`src/dma_regs_pkg.sv`:
```
// constants for the dma control register block: offsets, codes, reset values
// assumes a single 50 MHz fabric clock and word-wide register access
`default_nettype none
package dma_regs_pkg;
  localparam logic [19:0] OFF_SCRATCH    = 20'h00000;
  localparam logic [19:0] OFF_DIRECTION  = 20'h08008;
  localparam logic [19:0] OFF_LENGTH     = 20'h08010;
  localparam logic [19:0] OFF_CYCLES     = 20'h08018;
  localparam logic [19:0] OFF_DONE       = 20'h08020;
  localparam logic [19:0] OFF_HOST_BASE  = 20'h08028;
  localparam logic [19:0] OFF_BLINK      = 20'h08030;
  localparam logic [19:0] OFF_DIP        = 20'h13080;
  localparam logic [19:0] OFF_LED        = 20'h13088;

  localparam logic [31:0] DIR_SRAM_TO_HOST = 32'h11aa1111;
  localparam logic [31:0] DIR_HOST_TO_SRAM = 32'h11aa2222;
  localparam logic [31:0] LEN_8K           = 32'h00002000;
  localparam logic [31:0] LEN_16K          = 32'h00004000;
  localparam logic [31:0] LEN_32K          = 32'h00008000;
  localparam logic [31:0] BLINK_CODE       = 32'h11aa0f0f;

  localparam int unsigned BURST_BYTES = 32;
  localparam int unsigned WORD_BYTES  = 4;
  localparam int unsigned BURST_WORDS = BURST_BYTES / WORD_BYTES;

  localparam logic [31:0] RST_WORD  = 32'h00000000;
  localparam logic [7:0]  RST_LED   = 8'h00;
  localparam logic [31:0] RST_DONE  = 32'h00000001;
  localparam logic [31:0] RST_LEN   = 32'h00002000;

  typedef enum logic [2:0] {
    ST_IDLE,
    ST_REQ,
    ST_DATA,
    ST_WRITE,
    ST_NEXT
  } mover_state_t;
endpackage
`default_nettype wire

```
`src/word_fifo.sv`:
```
// word fifo between the link side and the memory side of the mover
// assumes both sides on one clock; push ignored when full, pop when empty
`default_nettype none
module word_fifo #(
  parameter int unsigned WIDTH = 32,
  parameter int unsigned DEPTH = 16
) (
  // clock and reset
  input  wire logic             i_ref_clk,
  input  wire logic             i_rst_b,
  // fill side
  input  wire logic             i_in_valid,
  input  wire logic [WIDTH-1:0] i_in_data,
  output logic                  o_in_ready,
  // drain side
  output logic                  o_out_valid,
  output logic [WIDTH-1:0]      o_out_data,
  input  wire logic             i_out_ready
);
  localparam int unsigned AW = $clog2(DEPTH);

  logic [WIDTH-1:0] mem_reg [DEPTH];
  logic [AW-1:0]    wr_ptr_reg;
  logic [AW-1:0]    rd_ptr_reg;
  logic [AW:0]      count_reg;
  logic             push;
  logic             pop;

  assign o_in_ready  = (count_reg != (AW+1)'(DEPTH));
  assign o_out_valid = (count_reg != '0);
  assign o_out_data  = mem_reg[rd_ptr_reg];
  assign push        = i_in_valid && o_in_ready;
  assign pop         = o_out_valid && i_out_ready;

  always_ff @(posedge i_ref_clk) begin
    if (push) begin
      mem_reg[wr_ptr_reg] <= i_in_data;
    end
  end

  always_ff @(posedge i_ref_clk) begin
    if (!i_rst_b) begin
      wr_ptr_reg <= '0;
      rd_ptr_reg <= '0;
      count_reg  <= '0;
    end else begin
      if (push) begin
        wr_ptr_reg <= (wr_ptr_reg == AW'(DEPTH-1)) ? '0 : wr_ptr_reg + 1'b1;
      end
      if (pop) begin
        rd_ptr_reg <= (rd_ptr_reg == AW'(DEPTH-1)) ? '0 : rd_ptr_reg + 1'b1;
      end
      count_reg <= count_reg + (AW+1)'(push) - (AW+1)'(pop);
    end
  end
endmodule
`default_nettype wire

```
`src/dma_ctrl_regs.sv`:
```
// control and status registers of the host-driven dma mover, plus the mover
// assumes a simple word register port from the link endpoint, a burst read/write
// master toward host memory on the link, and a word port to on-chip sram
`default_nettype none
module dma_ctrl_regs #(
  parameter int unsigned FIFO_DEPTH = 16
) (
  // clock and reset
  input  wire logic        i_ref_clk,
  input  wire logic        i_rst_b,
  // register port from the link endpoint
  input  wire logic        i_reg_wr,
  input  wire logic        i_reg_rd,
  input  wire logic [19:0] i_reg_addr,
  input  wire logic [31:0] i_reg_wdata,
  output logic [31:0]      o_reg_rdata,
  output logic             o_reg_rvalid,
  // link burst master toward host memory
  output logic             o_link_req,
  output logic             o_link_write,
  output logic [31:0]      o_link_addr,
  input  wire logic        i_link_gnt,
  input  wire logic        i_link_rvalid,
  input  wire logic [31:0] i_link_rdata,
  output logic             o_link_wvalid,
  output logic [31:0]      o_link_wdata,
  input  wire logic        i_link_wready,
  // on-chip sram word port
  output logic             o_sram_en,
  output logic             o_sram_we,
  output logic [14:0]      o_sram_addr,
  output logic [31:0]      o_sram_wdata,
  input  wire logic [31:0] i_sram_rdata,
  // board pins
  input  wire logic [3:0]  i_dip_switch,
  output logic [7:0]       o_led_drive_bits,
  output logic             o_led_blink_request
);
  logic [31:0] scratch_reg;
  logic [31:0] dir_reg;
  logic [31:0] len_reg;
  logic [31:0] cycles_reg;
  logic        done_reg;
  logic [31:0] base_reg;
  logic [31:0] blink_reg;
  logic [7:0]  led_reg;
  logic [3:0]  dip_meta_reg;
  logic [3:0]  dip_reg;
  logic [31:0] rdata_reg;
  logic        rvalid_reg;

  dma_regs_pkg::mover_state_t state_reg;
  logic        to_host_reg;
  logic [31:0] bytes_left_reg;
  logic [31:0] offset_reg;
  logic [3:0]  beat_reg;
  logic        rd_pend_reg;
  logic        start;
  logic        dir_ok;
  logic        fifo_in_valid;
  logic [31:0] fifo_in_data;
  logic        fifo_in_ready;
  logic        fifo_out_valid;
  logic [31:0] fifo_out_data;
  logic        fifo_out_ready;

  function automatic logic hit(input logic [19:0] a, input logic [19:0] off);
    return a == off;
  endfunction

  // unsupported lengths fall back to 8k rather than overrun the sram
  function automatic logic [31:0] legal_len(input logic [31:0] v);
    if (v == dma_regs_pkg::LEN_16K || v == dma_regs_pkg::LEN_32K) begin
      return v;
    end
    return dma_regs_pkg::LEN_8K;
  endfunction

  assign dir_ok = i_reg_wdata == dma_regs_pkg::DIR_SRAM_TO_HOST
               || i_reg_wdata == dma_regs_pkg::DIR_HOST_TO_SRAM;
  assign start  = i_reg_wr && hit(i_reg_addr, dma_regs_pkg::OFF_DIRECTION) && dir_ok
               && state_reg == dma_regs_pkg::ST_IDLE;

  // register writes
  always_ff @(posedge i_ref_clk) begin
    if (!i_rst_b) begin
      scratch_reg <= dma_regs_pkg::RST_WORD;
      dir_reg     <= dma_regs_pkg::RST_WORD;
      len_reg     <= dma_regs_pkg::RST_LEN;
      base_reg    <= dma_regs_pkg::RST_WORD;
      blink_reg   <= dma_regs_pkg::RST_WORD;
      led_reg     <= dma_regs_pkg::RST_LED;
    end else if (i_reg_wr) begin
      if (hit(i_reg_addr, dma_regs_pkg::OFF_SCRATCH)) begin
        scratch_reg <= i_reg_wdata;
      end else if (hit(i_reg_addr, dma_regs_pkg::OFF_DIRECTION)) begin
        dir_reg <= i_reg_wdata;
      end else if (hit(i_reg_addr, dma_regs_pkg::OFF_LENGTH)) begin
        len_reg <= i_reg_wdata;
      end else if (hit(i_reg_addr, dma_regs_pkg::OFF_HOST_BASE)) begin
        base_reg <= i_reg_wdata;
      end else if (hit(i_reg_addr, dma_regs_pkg::OFF_BLINK)) begin
        blink_reg <= i_reg_wdata;
      end else if (hit(i_reg_addr, dma_regs_pkg::OFF_LED)) begin
        led_reg <= i_reg_wdata[7:0];
      end
    end
  end

  // board pins
  always_ff @(posedge i_ref_clk) begin
    if (!i_rst_b) begin
      dip_meta_reg        <= 4'h0;
      dip_reg             <= 4'h0;
      o_led_drive_bits    <= dma_regs_pkg::RST_LED;
      o_led_blink_request <= 1'b0;
    end else begin
      dip_meta_reg        <= i_dip_switch;
      dip_reg             <= dip_meta_reg;
      o_led_drive_bits    <= led_reg;
      o_led_blink_request <= blink_reg == dma_regs_pkg::BLINK_CODE;
    end
  end

  // reads: one cycle after the strobe; unmapped reads return zero
  always_ff @(posedge i_ref_clk) begin
    if (!i_rst_b) begin
      rdata_reg  <= dma_regs_pkg::RST_WORD;
      rvalid_reg <= 1'b0;
    end else begin
      rvalid_reg <= i_reg_rd;
      if (hit(i_reg_addr, dma_regs_pkg::OFF_SCRATCH)) begin
        rdata_reg <= scratch_reg;
      end else if (hit(i_reg_addr, dma_regs_pkg::OFF_DIRECTION)) begin
        rdata_reg <= dir_reg;
      end else if (hit(i_reg_addr, dma_regs_pkg::OFF_LENGTH)) begin
        rdata_reg <= len_reg;
      end else if (hit(i_reg_addr, dma_regs_pkg::OFF_CYCLES)) begin
        rdata_reg <= cycles_reg;
      end else if (hit(i_reg_addr, dma_regs_pkg::OFF_DONE)) begin
        rdata_reg <= {31'h0, done_reg};
      end else if (hit(i_reg_addr, dma_regs_pkg::OFF_HOST_BASE)) begin
        rdata_reg <= base_reg;
      end else if (hit(i_reg_addr, dma_regs_pkg::OFF_BLINK)) begin
        rdata_reg <= blink_reg;
      end else if (hit(i_reg_addr, dma_regs_pkg::OFF_DIP)) begin
        rdata_reg <= {20'h0, dip_reg, 8'h0};
      end else if (hit(i_reg_addr, dma_regs_pkg::OFF_LED)) begin
        rdata_reg <= {24'h0, led_reg};
      end else begin
        rdata_reg <= 32'h0;
      end
    end
  end
  assign o_reg_rdata  = rdata_reg;
  assign o_reg_rvalid = rvalid_reg;

  // cycle counter and done flag
  always_ff @(posedge i_ref_clk) begin
    if (!i_rst_b) begin
      cycles_reg <= dma_regs_pkg::RST_WORD;
      done_reg   <= dma_regs_pkg::RST_DONE[0];
    end else if (start) begin
      cycles_reg <= 32'h0;
      done_reg   <= 1'b0;
    end else if (state_reg != dma_regs_pkg::ST_IDLE) begin
      cycles_reg <= cycles_reg + 32'h1;
      if (state_reg == dma_regs_pkg::ST_NEXT && bytes_left_reg == 32'h0) begin
        done_reg <= 1'b1;
      end
    end
  end

  // mover: one burst per link packet; the fifo decouples link and sram rates
  always_ff @(posedge i_ref_clk) begin
    if (!i_rst_b) begin
      state_reg      <= dma_regs_pkg::ST_IDLE;
      to_host_reg    <= 1'b0;
      bytes_left_reg <= 32'h0;
      offset_reg     <= 32'h0;
      beat_reg       <= 4'h0;
      rd_pend_reg    <= 1'b0;
    end else begin
      case (state_reg)
        dma_regs_pkg::ST_IDLE: begin
          if (start) begin
            to_host_reg    <= i_reg_wdata == dma_regs_pkg::DIR_SRAM_TO_HOST;
            bytes_left_reg <= legal_len(len_reg);
            offset_reg     <= 32'h0;
            beat_reg       <= 4'h0;
            rd_pend_reg    <= 1'b0;
            state_reg      <= dma_regs_pkg::ST_REQ;
          end
        end
        dma_regs_pkg::ST_REQ: begin
          if (i_link_gnt) begin
            beat_reg  <= 4'h0;
            state_reg <= to_host_reg ? dma_regs_pkg::ST_WRITE : dma_regs_pkg::ST_DATA;
          end
        end
        dma_regs_pkg::ST_DATA: begin
          // host to sram: link beats fill fifo, fifo drains into sram
          if (i_link_rvalid && fifo_in_ready) begin
            beat_reg <= beat_reg + 4'h1;
          end
          if (beat_reg == 4'(dma_regs_pkg::BURST_WORDS) && !fifo_out_valid) begin
            state_reg <= dma_regs_pkg::ST_NEXT;
          end
        end
        dma_regs_pkg::ST_WRITE: begin
          // sram to host: fetch words into fifo, fifo drains onto link
          rd_pend_reg <= o_sram_en;
          if (o_sram_en) begin
            beat_reg <= beat_reg + 4'h1;
          end
          if (beat_reg == 4'(dma_regs_pkg::BURST_WORDS) && !rd_pend_reg
              && !fifo_out_valid) begin
            state_reg <= dma_regs_pkg::ST_NEXT;
          end
        end
        dma_regs_pkg::ST_NEXT: begin
          if (bytes_left_reg == 32'h0) begin
            state_reg <= dma_regs_pkg::ST_IDLE;
          end else begin
            state_reg <= dma_regs_pkg::ST_REQ;
          end
        end
        default: state_reg <= dma_regs_pkg::ST_IDLE;
      endcase
      if (state_reg == dma_regs_pkg::ST_REQ && i_link_gnt) begin
        bytes_left_reg <= bytes_left_reg - 32'(dma_regs_pkg::BURST_BYTES);
      end
      if (state_reg == dma_regs_pkg::ST_NEXT) begin
        offset_reg <= offset_reg + 32'(dma_regs_pkg::BURST_BYTES);
      end
    end
  end

  assign o_link_req    = state_reg == dma_regs_pkg::ST_REQ;
  assign o_link_write  = to_host_reg;
  assign o_link_addr   = base_reg + offset_reg;

  // read-ahead stalls when the fifo cannot take the returning word
  logic        sram_fetch;
  logic [31:0] sram_word_addr;
  logic [3:0]  sram_wcnt_reg;
  assign sram_fetch = state_reg == dma_regs_pkg::ST_WRITE && fifo_in_ready && !rd_pend_reg
                   && beat_reg != 4'(dma_regs_pkg::BURST_WORDS);
  assign sram_word_addr = offset_reg + {26'h0, beat_reg, 2'b00};

  assign fifo_in_valid = to_host_reg ? rd_pend_reg
                       : (state_reg == dma_regs_pkg::ST_DATA && i_link_rvalid);
  assign fifo_in_data  = to_host_reg ? i_sram_rdata : i_link_rdata;
  assign fifo_out_ready = to_host_reg ? i_link_wready : 1'b1;

  assign o_link_wvalid = to_host_reg && fifo_out_valid;
  assign o_link_wdata  = fifo_out_data;
  assign o_sram_en     = sram_fetch || (!to_host_reg && fifo_out_valid);
  assign o_sram_we     = !to_host_reg && fifo_out_valid;
  assign o_sram_wdata  = fifo_out_data;
  assign o_sram_addr   = to_host_reg ? sram_word_addr[14:0]
                       : (offset_reg[14:0] + {9'h0, sram_wcnt_reg, 2'b00});

  always_ff @(posedge i_ref_clk) begin
    if (!i_rst_b || state_reg == dma_regs_pkg::ST_REQ) begin
      sram_wcnt_reg <= 4'h0;
    end else if (o_sram_we) begin
      sram_wcnt_reg <= sram_wcnt_reg + 4'h1;
    end
  end

  word_fifo #(
    .WIDTH (32),
    .DEPTH (FIFO_DEPTH)
  ) data_fifo (
    .i_ref_clk   (i_ref_clk),
    .i_rst_b     (i_rst_b),
    .i_in_valid  (fifo_in_valid),
    .i_in_data   (fifo_in_data),
    .o_in_ready  (fifo_in_ready),
    .o_out_valid (fifo_out_valid),
    .o_out_data  (fifo_out_data),
    .i_out_ready (fifo_out_ready)
  );
endmodule
`default_nettype wire

```
`config.mk`:
```
export PLATFORM = sky130hd
export DESIGN_NAME = dma_ctrl_regs
export DESIGN_NICKNAME = d
export VERILOG_FILES = /design/src/dma_regs_pkg.sv /design/src/word_fifo.sv /design/src/dma_ctrl_regs.sv
export SDC_FILE = /design/constraint.sdc
export NUM_CORES = 1
export LEC_CHECK = 0
export BUFFER_PORTS_ARGS = -buffer_cell sky130_fd_sc_hd__buf_2
export CAP_MARGIN = 25
export CORE_ASPECT_RATIO = 0.8
export CORE_MARGIN = 2
export CORE_UTILIZATION = 54
export DETAILED_ROUTE_END_ITERATION = 10
export PLACE_DENSITY = 0.76
export SLEW_MARGIN = 5
export SYNTH_ARGS = -nofsm -noshare
export SYNTH_HDL_FRONTEND = slang
export SYNTH_SLANG_ARGS = --single-unit
```
`constraint.sdc`:
```
create_clock -name i_ref_clk -period 3.9 [get_ports i_ref_clk]
set_input_delay 0.195 -clock i_ref_clk [delete_from_list [all_inputs] [get_ports i_ref_clk]]
set_output_delay 0.195 -clock i_ref_clk [all_outputs]
set_load 0.02 [all_outputs]
```
==> flow_summary_export.csv <==
group,metric,value,unit
run_status,status,"finished, final reports clean",
synth,synth_edf_count,512,
die,die_h,234,um
global_routing,grt_start_max_net_pins,137,
detailed_routing,antenna_left,0,
timing,fmax,268,MHz
timing,maxSlewHeadroom,28.7,%
finish,nets,3234,
detailed_routing,drt_first_pass_iters,7,
clock_tree,clock_sinks,852,
synth,async_reset_ff_share,0,%
finish,largest_register_ff_count,512,
placed_design,portBuffers,282,
placed_design,hpwl,60700,um
die,core,0.0657,mm2
pwr,irDropWorstVdd,0.375,mV
synth,synth_top_area_share,42.9,%
global_routing,grt_use_total,27.6,%
clock_tree,clk_pin_slew,0.06,ns
die,initial_core_util,54.5,%
detailed_routing,via_per_inst,6.19,
detailed_routing,wire_per_inst,24.2,um
timing,finalCriticalPeriod,3.74,ns
finish,final_cell_area,0.0414,mm2
synth,yosys_warnings,0,
job,drv_cap,0,
timing,skew,0.0291,ns
timing,finalSetupViolCount,0,
die,die_x,292,um
placed_design,routabilityCongestion,0.982,
synth,synth.avg_cell_area,12.9,um2
timing,slew_violations,0,
clock_tree,cts_tree,"built",
global_routing,first_global_vias,23800,
synth,synth_cell_type_count,78,
synth,ys.flop_type,"edfxtp_1",
timing,worstMarginPinSlew,1.07,ns
detailed_routing,drt_iter0_drc,2917,
placed_design,place_area,0.0382,mm2
global_routing,grt_pass1_wl,144000,um
detailed_routing,drc,0,
pwr,p_per_area,524,mW/mm2
synth,post-synth-top-area-cell,"edfxtp_1",
clock_tree,numCtsBuffers,81,
clock_tree,cts_root_buf,"clkbuf_16",
setup_path,critPathMaxFanout,5,
synth,ys_ff_latch,852,
setup_path,critical_path_class,"reg2out",
synth,ys_seq_area_share,61.9,%
finish,drive_gt1_share,23.9,%
global_routing,grt_antenna_before_repair,3,
finish,fillers,4739,
timing,period_share,95.9,%
clock_tree,clkLatencyLatePin,0.66,ns
setup_path,cp_data_arrival_time,3.54,ns
timing,whs,0.0587,ns
global_routing,grt-ovfl-total,0,
detailed_routing,vias,24700,
finish,final_util,63.1,%
detailed_routing,totalWireLength,96300,um
clock_tree,cts_buffer_depth,3,
timing,setup_slack,0.162,ns
setup_path,critPathLaunchType,"register",
finish,synthToLayoutAreaGrowth,15.7,%
die,num_rows,84,
die,dieArea,0.0684,mm2
synth,post_synth_instance_area,0.0358,mm2
clock_tree,cts_max_level,3,
placed_design,place_ws,0.583,ns
synth,synth_area_leaders,"edfxtp_1 (43%), dfxtp_1 (19%), mux4_2 (10%), nand2_1 (4.2%), a21oi_1 (2.9%)",
setup_path,crit_path_end_kind,"primary output",
pwr,design_power_total,21.7,mW
timing,hold_violations,0,
synth,syn_inst,2775,
hold_path,min_path_type,"in2reg",
die,pin_count,285,
setup_path,required,3.70,ns
pwr,leakagePower,14.6,nW
through the flow:
step                cells  TNS [ns]
detailed placement   3793         0
global placement     3792         0
floorplan            2778         0
finish               3986         0
CTS                  3983         0
global route         3986   -0.0170
report_power, final:
part	internal, mW	switching [mW]
clock	4.57	3.50
sequential	9.59	0.166
combinational	1.80	2.07
total	16.0	5.73
critical path, cell delays in order (launching register included):
cell and delay [ns]:
dfxtp_1 0.37, ha_1 0.26, a22o_1 0.24, or4_1 0.42
o22ai_2 0.14, buf_4 0.18, a21boi_1 0.10, o21ai_2 0.27
a211oi_1 0.13, or2_2 0.32, o311ai_1 0.25, buf_2 0.21
logic make-up after synthesis:
kind of cell               share of synthesized area (%)
xor gates and xnor gates                            2.20
and+or+nand+nor                                     11.1
DFF                                                 61.9
AOI/OAI and AO/OA                                   6.77
adders and majority gates                           1.66
muxes                                               13.6
buffers and inverters                               2.72
other                                             0.0105
final timing paths:
path                                                   to  slack [ns]       startpoint  cells after the start
worst max-delay path                      o_link_addr[30]        0.16   offset_reg[10]                     11
worst min-delay path                         state_reg[1]        0.06       i_link_gnt                      3
worst max register to register  data_fifo.mem_reg[15][10]        0.54     state_reg[1]                      6
worst min register to register                 dip_reg[3]        0.44  dip_meta_reg[3]                      1
routing by layer:
| metal | vias to the layer above | wire (um) | GRT usage, % | share of wire (%) |
|---|---|---|---|---|
| li1 | 10900 | - | - | - |
| met1 | 12300 | 38900 | 38.6 | 40 |
| met2 | 1325 | 45200 | 43.3 | 47 |
| met3 | 184 | 9280 | 5.82 | 9.6 |
| met4 | 0 | 3010 | 9.54 | 3.1 |
| met5 | - | 0 | 0 | 0 |
cells in the final DEF, fill, tap and decap left out, types with 11 or more instances in the layout:
master	Yosys	layout
clkbuf_16	0	83
xor2_1	44	44
mux2i_1	63	63
nor3_1	37	32
a21oi_1	208	208
nand4_1	27	27
nand2b_1	11	11
buf_2	5	282
dfxtp_1	340	331
nand3_1	35	34
clkbuf_1	129	15
buf_4	35	56
mux4_2	160	160
inv_1	32	31
dlygate4sd3_1	0	43
nand2_1	405	404
mux2_2	57	57
and3_1	17	17
a222oi_1	28	28
clkinv_2	0	16
nor2_4	0	12
or3_1	22	22
and2_1	23	23
o21ai_0	77	75
ha_1	46	43
nor2_1	218	206
xnor2_1	46	46
a31oi_1	24	24
nor4_1	17	16
edfxtp_1	512	512
repair_timing:
action | in CTS | in global routing
setup buffers | 0 | 1
setup endpoints to repair | 2 | 3
hold endpoints to repair | 174 | 0
pin swaps | 0 | 1
gates resized for setup | 2 | 11
hold buffers | 43 | 0
area by class of cell:
cell class                 instances  area [um2]  area share [%]
clock buffer                     103        2200            5.31
timing repair buffer             390        2450            5.91
multi-input combinational       1703       12900            31.0
antenna                            2        5.00          0.0121
sequential                       852       22200            53.6
inverter                          32         125           0.302
tap                              860        1080            2.60
clock inverter                    44         519            1.25
cells in the mapped netlist, types with 3 or more instances:
cell	instances
a211oi_1	7
a21o_1	9
a21oi_1	208
a221oi_1	5
a222oi_1	28
a22oi_1	10
a31oi_1	24
and2_1	23
and3_1	17
buf_1	22
buf_2	5
buf_4	35
clkbuf_1	129
dfxtp_1	340
edfxtp_1	512
ha_1	46
inv_1	32
mux2_2	57
mux2i_1	63
mux4_2	160
nand2_1	405
nand2b_1	11
nand3_1	35
nand3b_1	4
nand4_1	27
nand4b_1	3
nor2_1	218
nor2b_1	6
nor3_1	37
nor4_1	17
nor4b_1	5
nor4bb_1	6
o2111ai_1	3
o21a_1	8
o21ai_0	77
o22ai_1	4
o311ai_0	3
o31ai_1	6
or2_2	6
or3_1	22
or4_1	3
xnor2_1	46
xor2_1	44
(Power assumes the default switching activity.)
